**src/hw/rpgfs_pkg.sv**
```systemverilog
// Purpose: shared constants and carrier types for the rail status bank
// Assumes: 8-bit register port of the device's serial interface engine
// Notes: offsets are the device's byte addresses on that port
package rpgfs_pkg;

  // register offsets
  localparam logic [7:0] RPGFS_OFF_GOOD1 = 8'hb0;
  localparam logic [7:0] RPGFS_OFF_GOOD2 = 8'hb1;
  localparam logic [7:0] RPGFS_OFF_FAULT1 = 8'hb2;

  // values after reset
  localparam logic [7:0] RPGFS_RST_GOOD1 = 8'h00;
  localparam logic [7:0] RPGFS_RST_GOOD2 = 8'h00;
  localparam logic [7:0] RPGFS_RST_FAULT1 = 8'h00;
  localparam logic [7:0] RPGFS_RST_RDATA = 8'h00;

  // answer to an unmapped read and to reserved bits
  localparam logic [7:0] RPGFS_UNMAPPED = 8'h00;
  localparam logic [1:0] RPGFS_RSVD2 = 2'h0;

  // field positions in the first group (good and fault share them)
  localparam int RPGFS_BIT_AUX_TWO = 7;
  localparam int RPGFS_BIT_A_SWITCH = 6;
  localparam int RPGFS_BIT_STEPDOWN_HI = 5;
  localparam int RPGFS_BIT_STEPDOWN_LO = 0;

  // field positions in the second good register
  localparam int RPGFS_BIT_FIVE_VOLT = 5;
  localparam int RPGFS_BIT_AUX_ONE = 4;
  localparam int RPGFS_BIT_TERMINATION = 3;
  localparam int RPGFS_BIT_B_SWITCH_TWO = 2;
  localparam int RPGFS_BIT_B_SWITCH_ONE = 1;
  localparam int RPGFS_BIT_AUX_THREE = 0;

  // number of monitored rails, first group plus second group
  localparam int RPGFS_RAILS1 = 8;
  localparam int RPGFS_RAILS2 = 6;
  localparam int RPGFS_RAILS = 14;

  // first group of rails, packed in register bit order
  typedef struct packed {
    logic auxTwo;         // bit 7
    logic aSwitch;        // bit 6
    logic [5:0] stepdown; // bits 5..0 = rails six..one
  } rpgfs_grp1_s;

  // second group of rails, packed in register bit order (bits 5..0)
  typedef struct packed {
    logic fiveVolt;
    logic auxOne;
    logic termination;
    logic bSwitchTwo;
    logic bSwitchOne;
    logic auxThree;
  } rpgfs_grp2_s;

  // all comparator results of the device
  typedef struct packed {
    rpgfs_grp1_s grp1;
    rpgfs_grp2_s grp2;
  } rpgfs_rails_s;

  // register access request from the serial interface engine
  typedef struct packed {
    logic [7:0] addr;
    logic [7:0] wdata;
    logic write;
    logic read;
  } rpgfs_req_s;

  // register read answer
  typedef struct packed {
    logic [7:0] rdata;
    logic valid;
  } rpgfs_rsp_s;

endpackage : rpgfs_pkg

```
**src/hw/rpgfs_status_bank.sv**
```systemverilog
// Purpose: power-good and power-fault status registers of the rail monitor
// Assumes: register port driven by the serial interface engine on this clock
// Notes: good flags are live, fault flags are sticky and cleared by writing one
//
// Overview of operation
// - each good bit reads 1 while its rail is in regulation, else 0
// - first good register bit 7 shows auxiliary regulator two
// - first good register bit 6 shows the A-side load switch
// - first good register bits 5..0 show step-down rails six..one
// - second good register at B1h: bit 5 five-volt rail, bits 7:6 read zero
// - second good register bit 4 shows auxiliary regulator one
// - second good register bit 3 shows the memory termination regulator
// - second good register bits 2 and 1 show B-side switches two and one
// - second good register bit 0 shows auxiliary regulator three
// - both good registers are read-only and zero after reset
// - fault register at B2h resets to zero, bit order as first good register
// - fault bit sets on loss of regulation and stays set after recovery
// - host writes one to a fault bit and the device clears it
// - first good register sits at B0h and resets to zero
`timescale 1ns/100ps
module rpgfs_status_bank (
  input wire logic clock,                        // 25 MHz system clock
  input wire logic sys_rst,                      // synchronous reset, active high
  input wire rpgfs_pkg::rpgfs_rails_s railGood,  // raw comparator levels, 1 = in window
  input wire rpgfs_pkg::rpgfs_req_s regReq,      // register access request
  output rpgfs_pkg::rpgfs_rsp_s regRsp,          // registered read answer
  output rpgfs_pkg::rpgfs_grp1_s faultFlags,     // sticky fault flags, from a flop
  output rpgfs_pkg::rpgfs_rails_s goodFlags      // filtered good levels, from a flop
);
  import rpgfs_pkg::*;

  // address match, used for reads and for the clear path
  function automatic logic hitsOffset(input logic [7:0] addr, input logic [7:0] off);
    hitsOffset = (addr == off);
  endfunction : hitsOffset

  // read multiplexer over the three mapped registers
  function automatic logic [7:0] readMux(
    input logic [7:0] addr,
    input logic [7:0] good1,
    input logic [7:0] good2,
    input logic [7:0] fault1
  );
    if (hitsOffset(addr, RPGFS_OFF_GOOD1)) begin
      readMux = good1;
    end else if (hitsOffset(addr, RPGFS_OFF_GOOD2)) begin
      readMux = good2;
    end else if (hitsOffset(addr, RPGFS_OFF_FAULT1)) begin
      readMux = fault1;
    end else begin
      readMux = RPGFS_UNMAPPED;
    end
  endfunction : readMux

  // all state of this block
  typedef struct packed {
    logic [RPGFS_RAILS1-1:0] goodPrev1; // last filtered good of the first group
    logic [RPGFS_RAILS1-1:0] fault1;    // sticky fault flags
    logic [7:0] rdata;                  // read answer data
    logic rvalid;                       // read answer strobe
  } rpgfs_bank_state_s;

  rpgfs_bank_state_s state_reg;
  rpgfs_bank_state_s state_next;

  logic [RPGFS_RAILS-1:0] cleanLevel;
  rpgfs_rails_s goodNow;
  logic [7:0] good1Word;
  logic [7:0] good2Word;
  logic [RPGFS_RAILS1-1:0] lossEvent;
  logic [RPGFS_RAILS1-1:0] clearMask;

  // comparator levels are asynchronous; filter them before any use
  rpgfs_sync u_sync (
    .clock(clock),
    .sys_rst(sys_rst),
    .rawLevel(railGood),
    .cleanLevel(cleanLevel)
  );

  // the filtered vector keeps the packed order of the rails struct
  assign goodNow = cleanLevel;

  // first good register: live levels, no storage of its own
  always_comb begin
    good1Word = RPGFS_RST_GOOD1;
    good1Word[RPGFS_BIT_AUX_TWO] = goodNow.grp1.auxTwo;
    good1Word[RPGFS_BIT_A_SWITCH] = goodNow.grp1.aSwitch;
    good1Word[RPGFS_BIT_STEPDOWN_HI:RPGFS_BIT_STEPDOWN_LO] =
      goodNow.grp1.stepdown;
  end

  // second good register: reserved bits 7:6 always read zero
  always_comb begin
    good2Word = RPGFS_RST_GOOD2;
    good2Word[7:6] = RPGFS_RSVD2;
    good2Word[RPGFS_BIT_FIVE_VOLT] = goodNow.grp2.fiveVolt;
    good2Word[RPGFS_BIT_AUX_ONE] = goodNow.grp2.auxOne;
    good2Word[RPGFS_BIT_TERMINATION] = goodNow.grp2.termination;
    good2Word[RPGFS_BIT_B_SWITCH_TWO] = goodNow.grp2.bSwitchTwo;
    good2Word[RPGFS_BIT_B_SWITCH_ONE] = goodNow.grp2.bSwitchOne;
    good2Word[RPGFS_BIT_AUX_THREE] = goodNow.grp2.auxThree;
  end

  // loss of regulation is the filtered good level falling from 1 to 0;
  // a rail that has never come up does not raise a fault, which keeps the
  // flags quiet during power-up sequencing
  always_comb begin
    lossEvent = state_reg.goodPrev1 & ~good1Word;
  end

  // write-one-to-clear mask; zeros in the data and writes to any other
  // offset, including the read-only good registers, clear nothing
  always_comb begin
    clearMask = '0;
    if (regReq.write && hitsOffset(regReq.addr, RPGFS_OFF_FAULT1)) begin
      clearMask = regReq.wdata;
    end
  end

  // next state
  always_comb begin
    state_next = state_reg;
    state_next.goodPrev1 = good1Word;
    // set wins over clear so a loss in the clearing cycle is kept
    state_next.fault1 = (state_reg.fault1 & ~clearMask) | lossEvent;
    state_next.rvalid = regReq.read;
    if (regReq.read) begin
      // reads only sample; nothing is cleared by reading
      state_next.rdata = readMux(regReq.addr, good1Word, good2Word,
        state_reg.fault1);
    end
  end

  // state register; fault flags and read data start at zero
  always_ff @(posedge clock) begin
    if (sys_rst) begin
      state_reg.goodPrev1 <= RPGFS_RST_GOOD1;
      state_reg.fault1 <= RPGFS_RST_FAULT1;
      state_reg.rdata <= RPGFS_RST_RDATA;
      state_reg.rvalid <= 1'b0;
    end else begin
      state_reg <= state_next;
    end
  end

  // outputs, all straight from flops
  assign regRsp.rdata = state_reg.rdata;
  assign regRsp.valid = state_reg.rvalid;
  assign faultFlags = state_reg.fault1;
  assign goodFlags = goodNow;

endmodule : rpgfs_status_bank

```
**src/hw/rpgfs_sync.sv**
```systemverilog
// Purpose: three-stage synchroniser with agreement filter for comparator levels
// Assumes: inputs come from analog comparators outside the clock domain
// Notes: stage one is read only by stage two
`timescale 1ns/100ps
module rpgfs_sync (
  input wire logic clock,                                  // 25 MHz system clock
  input wire logic sys_rst,                                // synchronous reset, active high
  input wire logic [rpgfs_pkg::RPGFS_RAILS-1:0] rawLevel,  // asynchronous comparator levels
  output logic [rpgfs_pkg::RPGFS_RAILS-1:0] cleanLevel     // filtered level, from a flop
);
  import rpgfs_pkg::*;

  typedef struct packed {
    logic [RPGFS_RAILS-1:0] stage1;
    logic [RPGFS_RAILS-1:0] stage2;
    logic [RPGFS_RAILS-1:0] stage3;
    logic [RPGFS_RAILS-1:0] clean;
  } rpgfs_sync_state_s;

  rpgfs_sync_state_s state_reg;
  rpgfs_sync_state_s state_next;

  // a level only counts once stages two and three agree, so a metastable
  // settle in stage two cannot produce a one-cycle glitch downstream
  always_comb begin
    state_next = state_reg;
    state_next.stage1 = rawLevel;
    state_next.stage2 = state_reg.stage1;
    state_next.stage3 = state_reg.stage2;
    for (int i = 0; i < RPGFS_RAILS; i++) begin
      if (state_reg.stage2[i] == state_reg.stage3[i]) begin
        state_next.clean[i] = state_reg.stage3[i];
      end
    end
  end

  // state register; all zero after reset so every rail reads not good
  always_ff @(posedge clock) begin
    if (sys_rst) begin
      state_reg <= '0;
    end else begin
      state_reg <= state_next;
    end
  end

  assign cleanLevel = state_reg.clean;

endmodule : rpgfs_sync
```
**config.mk**
```make
export PLATFORM = sky130hd
export DESIGN_NAME = rpgfs_status_bank
export DESIGN_NICKNAME = d
export VERILOG_FILES = /design/src/hw/rpgfs_pkg.sv /design/src/hw/rpgfs_status_bank.sv /design/src/hw/rpgfs_sync.sv
export SDC_FILE = /design/constraint.sdc
export NUM_CORES = 1
export LEC_CHECK = 0
export BUFFER_PORTS_ARGS = -buffer_cell sky130_fd_sc_hd__buf_2
export CAP_MARGIN = 25
export CORE_ASPECT_RATIO = 1.75
export CORE_MARGIN = 2
export CORE_UTILIZATION = 30
export DETAILED_ROUTE_END_ITERATION = 6
export GPL_TIMING_DRIVEN = 1
export PLACE_DENSITY = 0.59
export SLEW_MARGIN = 25
export SYNTH_ARGS = -nofsm -noshare
export SYNTH_HDL_FRONTEND = slang
export SYNTH_SLANG_ARGS = --single-unit
```
**constraint.sdc**
```tcl
create_clock -name clock -period 2.3 [get_ports clock]
set_input_delay 0.46 -clock clock [delete_from_list [all_inputs] [get_ports clock]]
set_output_delay 0.46 -clock clock [all_outputs]
set_load 0.02 [all_outputs]
```
### Word level (Yosys, flattened, before mapping)

Cells that the tools add are included.

| operators by class | value |
|---|---|
| bitwise gates (word level) | 5 |
| multiplexer cells | 4 |
| reductions and logical operators | 1 |
| equal/unequal tests | 17 |

Operator list:

| operator | count |
|---|---|
| two-way mux 8 bit | 4 |
| == test 8 bit, second input constant | 3 |
| bitwise AND 8 bit | 2 |
| inverter 8 bit | 2 |
| == test 1 bit | 14 |
| OR 8 bit | 1 |
| logical AND 1 bit | 1 |

| storage, ports and cells | value |
|---|---|
| input port bits | 34 |
| word-level logic and storage cells | 48 |
| register bits | 81 |
| output and inout port bits | 31 |

### Depth between registers and ports, before layout

| depth | value |
|---|---|
| depth in word-level cells | 6 |
| mapped depth | 5 |
| depth with buffers taken out | 3 |

### By module

From an unflattened synthesis, not the netlist that was laid out.

| second synthesis, totals | value |
|---|---|
| cells, all modules | 301 |
| area, all modules | 3010.4 sq um |

By module, submodules not included:

| module | cells an instance | times used | area each (sq um) | sequential area each (sq um) |
|---|---|---|---|---|
| rpgfs_sync | 160 | 1 | 1739.2 | 1121.1 |
| rpgfs_status_bank | 141 | 1 | 1271.2 | 500.5 |

### Worst setup path before layout

No wires, ideal clock.

| timing | value |
|---|---|
| path type | input to register |
| from | input port regReq[16] (netlist bit) |
| to | register state_reg, in the netlist faultFlags[0] |
| setup time | 0.130 ns |
| arrival | 1.419 ns |
| stages | 4 |
| slack | 0.751 ns |
| required time | 2.170 ns |
| buffers on the path | 1 |
| cells stage by stage | or4b_1 -> buf_2 -> nor4_1 -> o32ai_1 |

| between the ends | value |
|---|---|
| longest elaborated chain between the ends | 6 |

RTL lines:

| element | RTL line | text |
|---|---|---|
| start, declared | rpgfs_status_bank.sv:25 | `input wire rpgfs_pkg::rpgfs_req_s regReq,` |
| == test 8 bit | rpgfs_status_bank.sv:34 | `hitsOffset = (addr == off);` |
| logical AND 1 bit | rpgfs_status_bank.sv:116 | `if (regReq.write && hitsOffset(regReq.addr, RPGFS_OFF_FAULT1)) begin` |
| two-way mux 8 bit | rpgfs_status_bank.sv:116 |  |
| inverter 8 bit | rpgfs_status_bank.sv:126 | `state_next.fault1 = (state_reg.fault1 & ~clearMask) \| lossEvent;` |
| bitwise AND 8 bit | rpgfs_status_bank.sv:126 |  |
| OR 8 bit | rpgfs_status_bank.sv:126 |  |
| end signal, assigned | rpgfs_status_bank.sv:143 | `state_reg <= state_next;` |
| end, declared | rpgfs_status_bank.sv:63 | `rpgfs_bank_state_s state_reg;` |

No other way between the ends.
A chain may end at the register's enable or synchronous reset.

### Worst setup path in the final report

| timing | value |
|---|---|
| from | input port regReq[16] (netlist bit) |
| to | register state_reg, in the netlist faultFlags[2] |

Same word-level chain as after synthesis.

==> results_dict.tcl <==
set metrics [dict create \
    coreArea_sq_um 9730 \
    die_area_sq_um 10700 \
    dp_cells 443 \
    grt_pass1_vias 1968 \
    layoutNonFillerInstCount 458 \
    place_area_sq_um 3160 \
    period_minus_slack_ns 1.54 \
    power_mw 2.96 \
    dpl.hpwl_um 3890 \
    synth_common_cells "dfxtp_1 (81), nor2b_1 (53), buf_4 (31), a21oi_1 (16), nand2_1 (15)" \
    async_flop_share_pct 0 \
    syn_avg_cell_area_sq_um 9.85 \
    rsz0062_at_grt "no" \
    netlist_instances 301 \
    grtUsageMet1_pct 12.7 \
    firstDrtPassIters 4 \
    yosysTopAreaCell "dfxtp_1" \
    synthAdderAreaFrac_pct 0 \
    cap_violations 0 \
    synth_simple_gate_area_share_pct 19.7 \
    drc 0 \
    cts_buffer_depth 2 \
    p_leak_nw 1.37 \
    wirelength_um 5680 \
    grt_pass1_wl_um 9400 \
    io_pins 65 \
    via_per_inst 4.39 \
    holdBufCountCts 0 \
    area_growth_pct 16.6 \
    setup_viol 0 \
    synth_top_area_share_pct 54.7 \
    outcome "completed" \
    crit_fanout 8 \
    place_congestion 0.743 \
    synth_warnings 0 \
    largest_reg_flops 28 \
    n_antenna_cell 0 \
    cts_resized 0 \
    syn-num-nets 335 \
    finalSetupTns_ns 0 \
    worstSkewPairLatency_ns 0.33 \
    initial_core_util_pct 30.5 \
    fmax_mhz 648 \
    dr.first_iter.drc_count 110 \
    finalNetCount 363 \
    cts.sink_count 81 \
    yosysSeqAreaShare_pct 54.7 \
    clkSlewWorstSetupHoldPaths_ns 0.06 \
    port_buffers 64 \
    worst_pin_slew_ns 0.450 \
    synth_area_sq_um 2970 \
    gr-usage-met3_pct 4.53 \
    yosys.cell_types.count 21 \
    synth_top_family_by_area "simple AND/OR/NAND/NOR gates" \
    wl_per_cell_um 12.4 \
    netlist_top_cells_area "dfxtp_1 (55%), nor2b_1 (11%), buf_4 (7.8%)" \
    die_y_um 136 \
    grt_overflow 0 \
    synth_ff_type "dfxtp_1" \
    synth_compound_area_share_pct 11.0 \
    crit_arrival_ns 1.74 \
    setup_ws_ns 0.757 \
    fin_skew_ns 0.00695 \
    cts.repair_timing.setup_buffer_count 0 \
    crit_required_ns 2.50 \
    grt_most_used_layer "met2" \
    fin_area_sq_um 3460 \
    drv_slew 0 \
    endpoint_kind "flip-flop" \
    antenna_left 0 \
    cts_tree "done" \
    peakVddDrop_mv 0.344 \
    grt_util_met2_pct 18.1 \
    htree_levels 3 \
    critPathKind "primary input to flip-flop" \
    powerDensity_nw_per_um2 857 \
    vias 2011 \
    drive_gt1_share_pct 24.6 \
    slew_headroom_pct 70.0 \
    clockRootBuffer "clkbuf_16" \
    rows 48 \
    grt_max_degree 89 \
    synth.area.mux_share_pct 2.78 \
    synth-xor-area-share_pct 0 \
    min-delay-path-class "primary input to flip-flop" \
    startpoint_type "primary input" \
    antenna_found_initial 0 \
    timing.final.crit_share_pct 67.1 \
    synth_most_common_cell "dfxtp_1" \
    nFillCells 1015 \
    grt.total_usage_pct 11.4 \
    finalHoldViolCount 0 \
    synth_edf_count 0 \
    ys_seq_elements 81 \
    die_w_um 79.2 \
    place_ws_ns 0.457 \
    numCtsBuffers 9 \
]
[per-layer routing]
layer / vias to the layer above / part of all wire (%)
met5: - / 0
met4: 0 / 2.6
met3: 10 / 6.4
met2: 66 / 50
met1: 907 / 41
li1: 1028 / -
[cell usage in the layout (no fill, tap or decap)]
cell type   n
clkbuf_8    2
nand4_1     2
or4b_1      1
nand2b_1   10
inv_1      14
clkbuf_16   9
a21oi_1    16
nor4_1      8
o21ai_0    14
nand2_1    15
bufinv_16   1
clkbuf_1    1
buf_2      64
nand3_1     9
and4b_2     1
nor2_1      1
a2bb2oi_1   6
o32ai_1    14
clkinv_2    2
mux2i_1     6
mux2_2      2
buf_12      1
dfxtp_1    81
nor2b_1    53
[final timing paths]
check | from | to | slack [ns] | depth (start not counted)
worst min register to register | u_sync.state_next[40] | u_sync.state_next[26] | 0.44 | 1
worst min-delay path | railGood[7] | u_sync.state_next[35] | 0.34 | 2
worst max-delay path | regReq[16] | faultFlags[2] | 0.76 | 4
worst max register to register | u_sync.cleanLevel[8] | regRsp[3] | 1.34 | 3
[critical path, stage by stage]
cell and delay (ns):
buf_2 0.10, or4b_1 0.70, nor4_1 0.36, o32ai_1 0.12
[cell families after synthesis]
logic type      Yosys count
compound gates           50
buf+inv                  62
flops                    81
mux                       8
simple gates            100
[stage by stage]
stage / util [%] / hold slack (ns)
2_1_floorplan: - / 0.414
3_5_place_dp: 32.5 / 0.424
5_1_grt: 35.5 / 0.325
3_3_place_gp: 32.5 / 0.416
6_report: 35.5 / 0.339
4_1_cts: 35.5 / 0.324
[report_power, final]
part / internal, mW / switching (mW) / total [mW]
clock network: 0.889 / 0.511 / 1.40
registers: 1.44 / 0.0112 / 1.45
logic: 0.0537 / 0.0634 / 0.117
total: 2.38 / 0.585 / 2.96
[cell type report]
class                           instances  area [sq um]  area share, %
Timing Repair Buffer                   65           340           9.84
Clock inverter                          3          40.0           1.16
Clock buffer                           12           256           7.42
Tap cell                              125           156           4.52
Sequential cell                        81          1620           46.9
Inverter                               14          52.6           1.52
Multi-Input combinational cell        158           991           28.7
Note: power is estimated with default switching activity, not from simulation.
